[config.mk]
export PLATFORM = sky130hd
export DESIGN_NAME = rnsi_top
export DESIGN_NICKNAME = d
export VERILOG_FILES = /design/src/design/rnsi_pkg.sv /design/src/design/rnsi_top.sv /design/src/design/rnsi_ms_tick.sv
export SDC_FILE = /design/constraint.sdc
export NUM_CORES = 1
export LEC_CHECK = 0
export ABC_CLOCK_PERIOD_IN_PS = 2700
export CAP_MARGIN = 20
export CORE_UTILIZATION = 50
export DETAILED_ROUTE_END_ITERATION = 10
export DONT_BUFFER_PORTS = 1
export SYNTH_ARGS = -nofsm -noshare
export SYNTH_HDL_FRONTEND = slang
export SYNTH_SLANG_ARGS = --single-unit
[constraint.sdc]
create_clock -name I_CORE_CLK -period 2.7 [get_ports I_CORE_CLK]
set_clock_uncertainty 0.15 [all_clocks]
set_input_delay 0.675 -clock I_CORE_CLK [delete_from_list [all_inputs] [get_ports I_CORE_CLK]]
set_output_delay 0.675 -clock I_CORE_CLK [all_outputs]
set_load 0.1 [all_outputs]
[src/design/rnsi_pkg.sv]
package rnsi_pkg;
  // clock rate and interval figures
  localparam int unsigned CLK_HZ        = 40_000_000;
  localparam int unsigned MS_DIV        = 1000;
  localparam int unsigned PULSE_MS      = 120;
  localparam int unsigned LAMP_ON_MS    = 64;
  localparam int unsigned OFF_UNREG_MS  = 800;
  localparam int unsigned OFF_REG_MS    = 3000;
  localparam int unsigned OFF_DATA_MS   = 300;
  // cycles per millisecond, rounded down, never below one
  localparam int unsigned CYC_PER_MS    = (CLK_HZ / MS_DIV < 1) ? 1 : CLK_HZ / MS_DIV;
  localparam int unsigned MS_W          = 12;
  localparam int unsigned TICK_W        = 16;

  // network state as reported by the modem core
  typedef enum logic [1:0] {
    RNSI_NET_OFF   = 2'h0,
    RNSI_NET_UNREG = 2'h1,
    RNSI_NET_REG   = 2'h2,
    RNSI_NET_DATA  = 2'h3
  } rnsi_net_t;

  // call and event inputs, all one-cycle pulses except the levels
  typedef struct packed {
    logic voice_ring;   // incoming voice call starts ringing (pulse)
    logic data_ring;    // incoming data call starts ringing (pulse)
    logic call_end;     // call established or hung up (pulse)
    logic sms_rx;       // short message received (pulse)
    logic urc;          // unsolicited report issued (pulse)
    logic originating;  // device is caller (level)
  } rnsi_evt_t;

  localparam logic [1:0] RI_IDLE  = 2'h0;
  localparam logic [1:0] RI_CALL  = 2'h1;
  localparam logic [1:0] RI_PULSE = 2'h2;
endpackage

[src/design/rnsi_top.sv]
`timescale 1ns/100ps
// How it works
// RULE1 - voice call holds ring low until end
// RULE2 - data call holds ring low until end
// RULE3 - short message gives one 120ms low pulse
// RULE4 - unsolicited report gives 120ms low pulse
// RULE5 - originating call keeps ring line high (code: only from idle; a pulse or call already running stays low)
// RULE6 - lamp off while modem core stopped
// RULE7 - unregistered: 64ms on, 800ms off
// RULE8 - registered: 64ms on, 3000ms off
// RULE9 - packet data: 64ms on, 300ms off
// RULE10 - ring rests high; new event restarts pulse
// RULE11 - new cadence taken at next on-phase
module rnsi_top #(
  parameter int unsigned CYC_MS = rnsi_pkg::CYC_PER_MS
) (
  // clock, reset, enable
  input  wire logic               I_CORE_CLK,
  input  wire logic               I_NRST,
  input  wire logic               I_CE,
  // events from modem core (same clock)
  input  wire rnsi_pkg::rnsi_evt_t I_EVT,
  input  wire rnsi_pkg::rnsi_net_t I_NET,
  // indicator outputs
  output logic                    O_RING_N,
  output logic                    O_NETWORK_STATE_LAMP
);
  import rnsi_pkg::*;

  typedef enum logic [1:0] {
    RNSI_LAMP_OFF = 2'b00,
    RNSI_LAMP_ON  = 2'b01,
    RNSI_LAMP_GAP = 2'b10
  } rnsi_lamp_t;

  logic              ms_tick;
  logic [1:0]        ri_st_ff;
  logic [1:0]        nxt_ri_st;
  logic [MS_W-1:0]   ri_ms_ff;
  logic [MS_W-1:0]   nxt_ri_ms;
  rnsi_lamp_t        lamp_st_ff;
  rnsi_lamp_t        nxt_lamp_st;
  logic [MS_W-1:0]   lamp_ms_ff;
  logic [MS_W-1:0]   nxt_lamp_ms;
  rnsi_net_t         cad_ff;
  rnsi_net_t         nxt_cad;
  logic              ring_n_ff;
  logic              lamp_ff;

  // off-phase length for a given cadence
  function automatic logic [MS_W-1:0] off_ms(input rnsi_net_t n);
    case (n)
      RNSI_NET_UNREG: off_ms = MS_W'(OFF_UNREG_MS);
      RNSI_NET_REG:   off_ms = MS_W'(OFF_REG_MS);
      RNSI_NET_DATA:  off_ms = MS_W'(OFF_DATA_MS);
      default:        off_ms = MS_W'(OFF_UNREG_MS);
    endcase
  endfunction

  rnsi_ms_tick #(.CYC(CYC_MS)) u_tick (
    .i_clk  (I_CORE_CLK),
    .i_nrst (I_NRST),
    .i_ce   (I_CE),
    .o_tick (ms_tick)
  );

  // ring indicator sequencing
  always_comb begin
    nxt_ri_st = ri_st_ff;
    nxt_ri_ms = ri_ms_ff;
    case (ri_st_ff)
      RI_CALL: begin
        // RULE1 RULE2 call end releases
        if (I_EVT.call_end) begin
          nxt_ri_st = RI_IDLE;
        end
      end
      RI_PULSE: begin
        if (ms_tick) begin
          nxt_ri_ms = ri_ms_ff + MS_W'(1);
        end
        // RULE3 RULE4 120ms expiry
        if (ms_tick && ri_ms_ff == MS_W'(PULSE_MS - 1)) begin
          nxt_ri_st = RI_IDLE;
        end
      end
      default: nxt_ri_st = RI_IDLE;
    endcase
    // RULE10 pulse restart on event
    if (ri_st_ff != RI_CALL && (I_EVT.sms_rx || I_EVT.urc)) begin
      nxt_ri_st = RI_PULSE;
      nxt_ri_ms = '0;
    end
    // RULE1 RULE2 incoming call wins; RULE5 not when caller
    if (!I_EVT.originating && (I_EVT.voice_ring || I_EVT.data_ring)) begin
      nxt_ri_st = RI_CALL;
    end
    // RULE5 caller keeps idle line high
    if (I_EVT.originating && ri_st_ff == RI_IDLE) begin
      nxt_ri_st = RI_IDLE;
    end
  end

  // ring line is low in any non-idle state; registered output
  always_ff @(posedge I_CORE_CLK) begin
    if (!I_NRST) begin
      ri_st_ff  <= RI_IDLE;
      ri_ms_ff  <= '0;
      ring_n_ff <= 1'b1;  // rests high from reset
    end else if (I_CE) begin
      ri_st_ff  <= nxt_ri_st;
      ri_ms_ff  <= nxt_ri_ms;
      // RULE10 high at rest
      ring_n_ff <= (nxt_ri_st == RI_IDLE);
    end
  end

  // lamp cadence engine
  always_comb begin
    nxt_lamp_st = lamp_st_ff;
    nxt_lamp_ms = lamp_ms_ff;
    nxt_cad     = cad_ff;
    if (ms_tick) begin
      nxt_lamp_ms = lamp_ms_ff + MS_W'(1);
    end
    case (lamp_st_ff)
      RNSI_LAMP_ON: begin
        // RULE7 RULE8 RULE9 64ms on-phase
        if (ms_tick && lamp_ms_ff == MS_W'(LAMP_ON_MS - 1)) begin
          nxt_lamp_st = RNSI_LAMP_GAP;
          nxt_lamp_ms = '0;
        end
      end
      RNSI_LAMP_GAP: begin
        // RULE7 RULE8 RULE9 off-phase per cadence
        if (ms_tick && lamp_ms_ff == off_ms(cad_ff) - MS_W'(1)) begin
          nxt_lamp_st = RNSI_LAMP_ON;
          nxt_lamp_ms = '0;
          // RULE11 cadence latched at on-phase
          nxt_cad     = I_NET;
        end
      end
      default: begin
        nxt_lamp_ms = '0;
        if (I_NET != RNSI_NET_OFF) begin
          nxt_lamp_st = RNSI_LAMP_ON;
          nxt_cad     = I_NET;
        end
      end
    endcase
    // RULE6 core stopped forces off at once
    if (I_NET == RNSI_NET_OFF) begin
      nxt_lamp_st = RNSI_LAMP_OFF;
      nxt_lamp_ms = '0;
      nxt_cad     = RNSI_NET_OFF;
    end
  end

  // lamp state; output taken from next state so it needs no extra cycle
  always_ff @(posedge I_CORE_CLK) begin
    if (!I_NRST) begin
      lamp_st_ff <= RNSI_LAMP_OFF;
      lamp_ms_ff <= '0;
      cad_ff     <= RNSI_NET_OFF;
      lamp_ff    <= 1'b0;
    end else if (I_CE) begin
      lamp_st_ff <= nxt_lamp_st;
      lamp_ms_ff <= nxt_lamp_ms;
      cad_ff     <= nxt_cad;
      lamp_ff    <= (nxt_lamp_st == RNSI_LAMP_ON);
    end
  end

  assign O_RING_N             = ring_n_ff;
  assign O_NETWORK_STATE_LAMP = lamp_ff;

  // checks
  ring_rest_a: assert property (@(posedge I_CORE_CLK) !I_NRST |=> O_RING_N) // RULE10
    else $error("ring not high after reset");
  call_low_a: assert property (@(posedge I_CORE_CLK) disable iff (!I_NRST) // RULE1
    I_CE && I_EVT.voice_ring && !I_EVT.originating |=> !O_RING_N)
    else $error("voice ring did not pull line low");
  data_low_a: assert property (@(posedge I_CORE_CLK) disable iff (!I_NRST) // RULE2
    I_CE && I_EVT.data_ring && !I_EVT.originating |=> !O_RING_N)
    else $error("data ring did not pull line low");
  call_end_a: assert property (@(posedge I_CORE_CLK) disable iff (!I_NRST) // RULE1
    I_CE && ri_st_ff == RI_CALL && I_EVT.call_end && !I_EVT.voice_ring
    && !I_EVT.data_ring |=> O_RING_N)
    else $error("ring not released on call end");
  sms_pulse_a: assert property (@(posedge I_CORE_CLK) disable iff (!I_NRST) // RULE3
    I_CE && ri_st_ff == RI_PULSE && ms_tick && ri_ms_ff == MS_W'(PULSE_MS - 1)
    && !I_EVT.sms_rx && !I_EVT.urc && !I_EVT.voice_ring && !I_EVT.data_ring
    |=> O_RING_N)
    else $error("pulse did not end at 120ms");
  urc_start_a: assert property (@(posedge I_CORE_CLK) disable iff (!I_NRST) // RULE4
    I_CE && ri_st_ff != RI_CALL && I_EVT.urc && !I_EVT.originating
    |=> !O_RING_N && ri_ms_ff == '0)
    else $error("report pulse not started");
  caller_high_a: assert property (@(posedge I_CORE_CLK) disable iff (!I_NRST) // RULE5
    I_CE && I_EVT.originating && ri_st_ff == RI_IDLE |=> O_RING_N)
    else $error("ring dropped while originating");
  lamp_off_a: assert property (@(posedge I_CORE_CLK) disable iff (!I_NRST) // RULE6
    I_CE && I_NET == RNSI_NET_OFF |=> !O_NETWORK_STATE_LAMP)
    else $error("lamp lit while core stopped");
  lamp_gap_a: assert property (@(posedge I_CORE_CLK) disable iff (!I_NRST) // RULE8
    lamp_st_ff == RNSI_LAMP_GAP |-> lamp_ms_ff < off_ms(cad_ff))
    else $error("off phase overran its length");
  lamp_on_a: assert property (@(posedge I_CORE_CLK) disable iff (!I_NRST) // RULE7
    lamp_st_ff == RNSI_LAMP_ON |-> lamp_ms_ff < MS_W'(LAMP_ON_MS))
    else $error("on phase overran 64ms");
  cad_hold_a: assert property (@(posedge I_CORE_CLK) disable iff (!I_NRST) // RULE11
    lamp_st_ff == RNSI_LAMP_GAP && I_NET != RNSI_NET_OFF && $past(lamp_st_ff)
    == RNSI_LAMP_GAP |-> $stable(cad_ff))
    else $error("cadence changed mid off phase");
  data_gap_a: assert property (@(posedge I_CORE_CLK) disable iff (!I_NRST) // RULE9
    I_CE && lamp_st_ff == RNSI_LAMP_GAP && cad_ff == RNSI_NET_DATA && ms_tick
    && lamp_ms_ff == MS_W'(OFF_DATA_MS - 1) && I_NET != RNSI_NET_OFF
    |=> O_NETWORK_STATE_LAMP)
    else $error("packet off phase did not end on time");
  ce_freeze_a: assert property (@(posedge I_CORE_CLK) disable iff (!I_NRST) // enable low freezes ring and lamp state
    !I_CE |=> $stable(ri_st_ff) && $stable(ri_ms_ff) && $stable(lamp_st_ff))
    else $error("state moved while enable low");
endmodule

[src/design/rnsi_ms_tick.sv]
`timescale 1ns/100ps
// millisecond tick generator, counts core clocks
module rnsi_ms_tick #(
  parameter int unsigned CYC = rnsi_pkg::CYC_PER_MS
) (
  input  wire logic i_clk,
  input  wire logic i_nrst,
  input  wire logic i_ce,
  output logic      o_tick
);
  import rnsi_pkg::*;
  logic [TICK_W-1:0] cnt_ff;
  logic [TICK_W-1:0] nxt_cnt;

  // wrap at the cycle count, tick on the wrap
  always_comb begin
    if (cnt_ff == TICK_W'(CYC - 1)) begin
      nxt_cnt = '0;
    end else begin
      nxt_cnt = cnt_ff + TICK_W'(1);
    end
  end

  // count held while enable low, so tick phase survives a freeze
  always_ff @(posedge i_clk) begin
    if (!i_nrst) begin
      cnt_ff <= '0;
    end else if (i_ce) begin
      cnt_ff <= nxt_cnt;
    end
  end

  assign o_tick = i_ce && (cnt_ff == TICK_W'(CYC - 1));
endmodule

==> results.txt <==
The run finished with clean final reports. The count of buffers added on input and output ports is 0. In the post-synthesis netlist, the cell with the most instances is sky130_fd_sc_hd__dfxtp_1. Summing over every cut layer, the via total after detailed routing is 2,281. Summed over all nets, the half-perimeter wirelength after detailed placement is 4179 um. The logs give 0.002945 mm2 for the final instance area and 0 for the reported max-cap violation count. The wire length of the first global-routing pass is 9818 um, and the floorplan die width is 76.13 um. The fraction of registers with async set/reset is 0. At the pin with the least slew margin, the transition time is 723.3 ps. Setup TNS: 0 ps.

Walking the worst path, the cells encountered are ha_1 > or4bb_1 > nor4_1 > o22ai_1 > o21ai_0 > nand2_1 > o211a_1. The worst-case IR drop observed on VDD is 395.4 uV. 13 I/O pins were placed.

Counting instances in the post-synthesis netlist gives the leading cell types as 48 x sky130_fd_sc_hd__dfxtp_1, 37 x sky130_fd_sc_hd__nor2_1, 34 x sky130_fd_sc_hd__nand2_1. Final layout net count: 350. The die covers 0.005796 mm2.

After layout, the design draws a total of 1.374 mW. Setup slack on the critical path of the routed design comes to 298.1 ps. For the finished layout, the period the worst path requires is 2402 ps. Proportion of layout cells with a drive suffix above 1: 0.09639.

The largest family of logic cells by synthesized area was simple AND/OR/NAND/NOR gates. The post-synthesis share of cell area spent on full adders, half adders and majority gates is 0.03643. The combined buffer and inverter count along the critical path was 0.

0 antenna diodes ended up in the layout. TritonCTS created 5 clock buffers. The number of global-route vias before repair was 2,039; the average vias per placed instance was 5.674.

Largest delay contributor family on the critical path: simple AND/OR/NAND/NOR gates. For this run, the slowest stage of the critical path takes 480 ps. The post-synthesis compound-gate area fraction works out to 0.1321.

STA classifies the critical path endpoint as a flip-flop. The net count of the mapped netlist is 349. The max-slew violation count is 0, and the simple-gate share of the synthesized area is 0.3406. In this run the worst path has a maximum fanout of 5. The congestion estimate from routability-driven global placement came to 0.8070. The number of warnings issued by yosys was 0; the post-CTS setup repair buffer count was 0. Clock-pin slew was measured on the worst setup and hold paths at 100 ps. The final-report hold violation count was 0; the instance area after placement was 0.002826 mm2. Buffers inserted to repair hold after CTS numbered 0. After detailed routing, the average wire length per cell comes to 14.15 um. Initial standard-cell utilization of the core: 0.5279. Data on the critical path is required at its endpoint by 2750 ps.

The region available for standard cell placement spans 0.005205 mm2. The iteration count of the initial detailed-routing pass is 4. In the post-synthesis netlist, the biggest area contributors are sky130_fd_sc_hd__dfxtp_1 35%, sky130_fd_sc_hd__xnor2_1 6.1%, sky130_fd_sc_hd__nor2_1 5.1%.

The area overhead of the layout relative to synthesis was 7.195%. The average cell area after synthesis is 8.326 um2. The number of remaining DRC errors was 0; the multi-input gate area in the final layout was 0.001687 mm2. At the placement stage, the worst setup path has a slack of 261.8 ps.

Yosys mapped a number of flops with a built-in enable equal to 0. Setup violations remaining at the end of the flow were counted as 0. The most used flip-flop cell after synthesis is sky130_fd_sc_hd__dfxtp_1. In the final layout, flip-flops and latches occupy 960.9 um2.

TritonCTS built the clock tree. The worst-skew pair later-pin latency came out at 300 ps. The overflow left after global routing was 0.

STA classifies the critical path startpoint as a flip-flop. In this run the number of H-tree levels came out at 2. The power per standard cell area was 466.4 mW/mm2; the combined area of all synthesized cells was 0.002748 mm2.

For the number of placement rows, the log shows 26. Maximum buffer depth of the clock tree: 2. sky130_fd_sc_hd__dfxtp_1 takes more of the synthesized area than any other cell.

By startpoint and endpoint, the worst setup path is classified as flip-flop to flip-flop. The post-detailed-route count of antenna-violating nets is 0. The total wire length is 5688 um. The clock root buffer master was sky130_fd_sc_hd__clkbuf_8. The number of fillers in the final layout came out at 487. The overall global routing resource usage is 0.2077, and the data arrival time of the worst path is 2450 ps. Classification of the worst-slack hold path: primary input to flip-flop. The clock sink count came out at 48. After synthesis the netlist holds a flip-flop and latch count of 48. Synthesis produced a netlist whose cell count is 330. The die is 76.13 um tall. Based on the critical path, the design can be clocked at up to 416.3 MHz. The post-synthesis share of cell area spent on xor and xnor gates came out at 0.08925. Setup repair after global routing left no endpoint under its margin. The portion of synthesized cell area occupied by the leading cell type was 0.3497; the maximum number of pins on one net before global-route repair was 27. The fraction of the cycle the final worst path needs was 0.8896; the sequential-to-total area share from yosys stat was 0.3497.

For this design the static power due to leakage is 0.9863 nW. The max-slew headroom at the worst pin is 0.5168. The detailed router finished its first iteration with 130 violations. For the unique cell type count in the Yosys netlist, the log shows 59. Mux share of post-synthesis cell area: 0.01457. Hold timing on the final database bottoms out at a slack of 295.3 ps. The slowest stage of the critical path is the sky130_fd_sc_hd__or4bb_1 cell.

The number of antenna violations at the first check in global routing came out at 0.
through the flow:
step	util	std cells
2_1_floorplan	-	330
3_3_place_gp	0.5430	394
3_5_place_dp	0.5430	394
4_1_cts	0.5654	402
5_1_grt	0.5659	402
6_report	0.5659	402
flip-flops by register name, indices dropped and copies added (netlist names):
| register | cells |
|---|---|
| cad_ff | 2 |
| ri_st_ff | 2 |
| O_RING_N | 1 |
| u_tick.cnt_ff | 16 |
| ri_ms_ff | 12 |
| lamp_ms_ff | 12 |
| lamp_st_ff | 2 |
| O_NETWORK_STATE_LAMP | 1 |
layout by cell type, fill, tap and decap left out, drive strengths merged, types with 2 or more instances in the layout:
cell type | synthesis | final
a211o | 2 | 2
a21boi | 4 | 4
a21oi | 8 | 8
a31oi | 7 | 7
a32oi | 2 | 2
and2 | 9 | 9
and3 | 7 | 7
buf | 10 | 7
clkbuf | 3 | 5
clkinv | 0 | 2
dfxtp | 48 | 48
ha | 8 | 8
inv | 11 | 11
mux2i | 4 | 4
nand2 | 34 | 34
nand2b | 7 | 7
nand3 | 16 | 16
nand4 | 17 | 17
nor2 | 38 | 38
nor2b | 6 | 6
nor3 | 9 | 9
nor3b | 3 | 3
nor4 | 4 | 4
nor4b | 3 | 3
nor4bb | 2 | 2
o211ai | 3 | 3
o21ai | 13 | 13
o22ai | 3 | 3
o311ai | 3 | 3
o32ai | 2 | 2
or3 | 4 | 4
xnor2 | 19 | 19
xor2 | 9 | 9
cell type report:
class / count / area share
Inverter: 11 / 0.01402
Tap cell: 70 / 0.02974
Multi-Input combinational cell: 258 / 0.5726
Clock inverter: 3 / 0.01614
Clock buffer: 5 / 0.02336
Timing Repair Buffer: 7 / 0.01784
Sequential cell: 48 / 0.3263
final timing paths:
| check | slack [ps] | start | cells past startpoint | end |
|---|---|---|---|---|
| worst min register to register | 350 | O_RING_N | 2 | O_RING_N |
| worst max-delay path | 300 | ri_ms_ff[0] | 7 | ri_st_ff[0] |
| worst max register to register | 300 | ri_ms_ff[0] | 7 | ri_st_ff[0] |
| worst min-delay path | 300 | I_NRST | 1 | O_RING_N |
power by group:
part           internal [mW]  switching, mW
Combinational         0.0386         0.0720
Clock                  0.279          0.252
Sequential             0.719         0.0133
routing by layer:
metal / wire [um] / part of all wire / global-route usage / vias up
met2: 2557 / 0.45 / 0.3273 / 29
met4: 61 / 0.011 / 0.05192 / 0
met3: 140 / 0.025 / 0.04311 / 7
met5: 0 / 0 / 0 / -
li1: - / - / - / 1184
met1: 2929 / 0.51 / 0.2896 / 1061
worst reg2reg max path, cell delays in order, from the launching register on:
cell,delay [ps]
sky130_fd_sc_hd__dfxtp_1,400
sky130_fd_sc_hd__ha_1,220
sky130_fd_sc_hd__or4bb_1,480
sky130_fd_sc_hd__nor4_1,410
sky130_fd_sc_hd__o22ai_1,150
sky130_fd_sc_hd__o21ai_0,300
sky130_fd_sc_hd__nand2_1,90
sky130_fd_sc_hd__o211a_1,110
cell families (layout without fill, tap and decap cells):
| kind of cell | count (synthesis) | count (layout) |
|---|---|---|
| and+or+nand+nor | 164 | 164 |
| muxes | 4 | 4 |
| AOI/OAI and AO/OA | 54 | 54 |
| xor gates and xnor gates | 28 | 28 |
| DFF | 48 | 48 |
| adders and majority gates | 8 | 8 |
| buffers and inverters | 24 | 26 |
what timing repair did:
action	CTS	global route
endpoints found under the hold margin	0	0
endpoints found under the setup margin	0	2
gates resized for setup	0	1
Power figures use the tool's default switching activity.
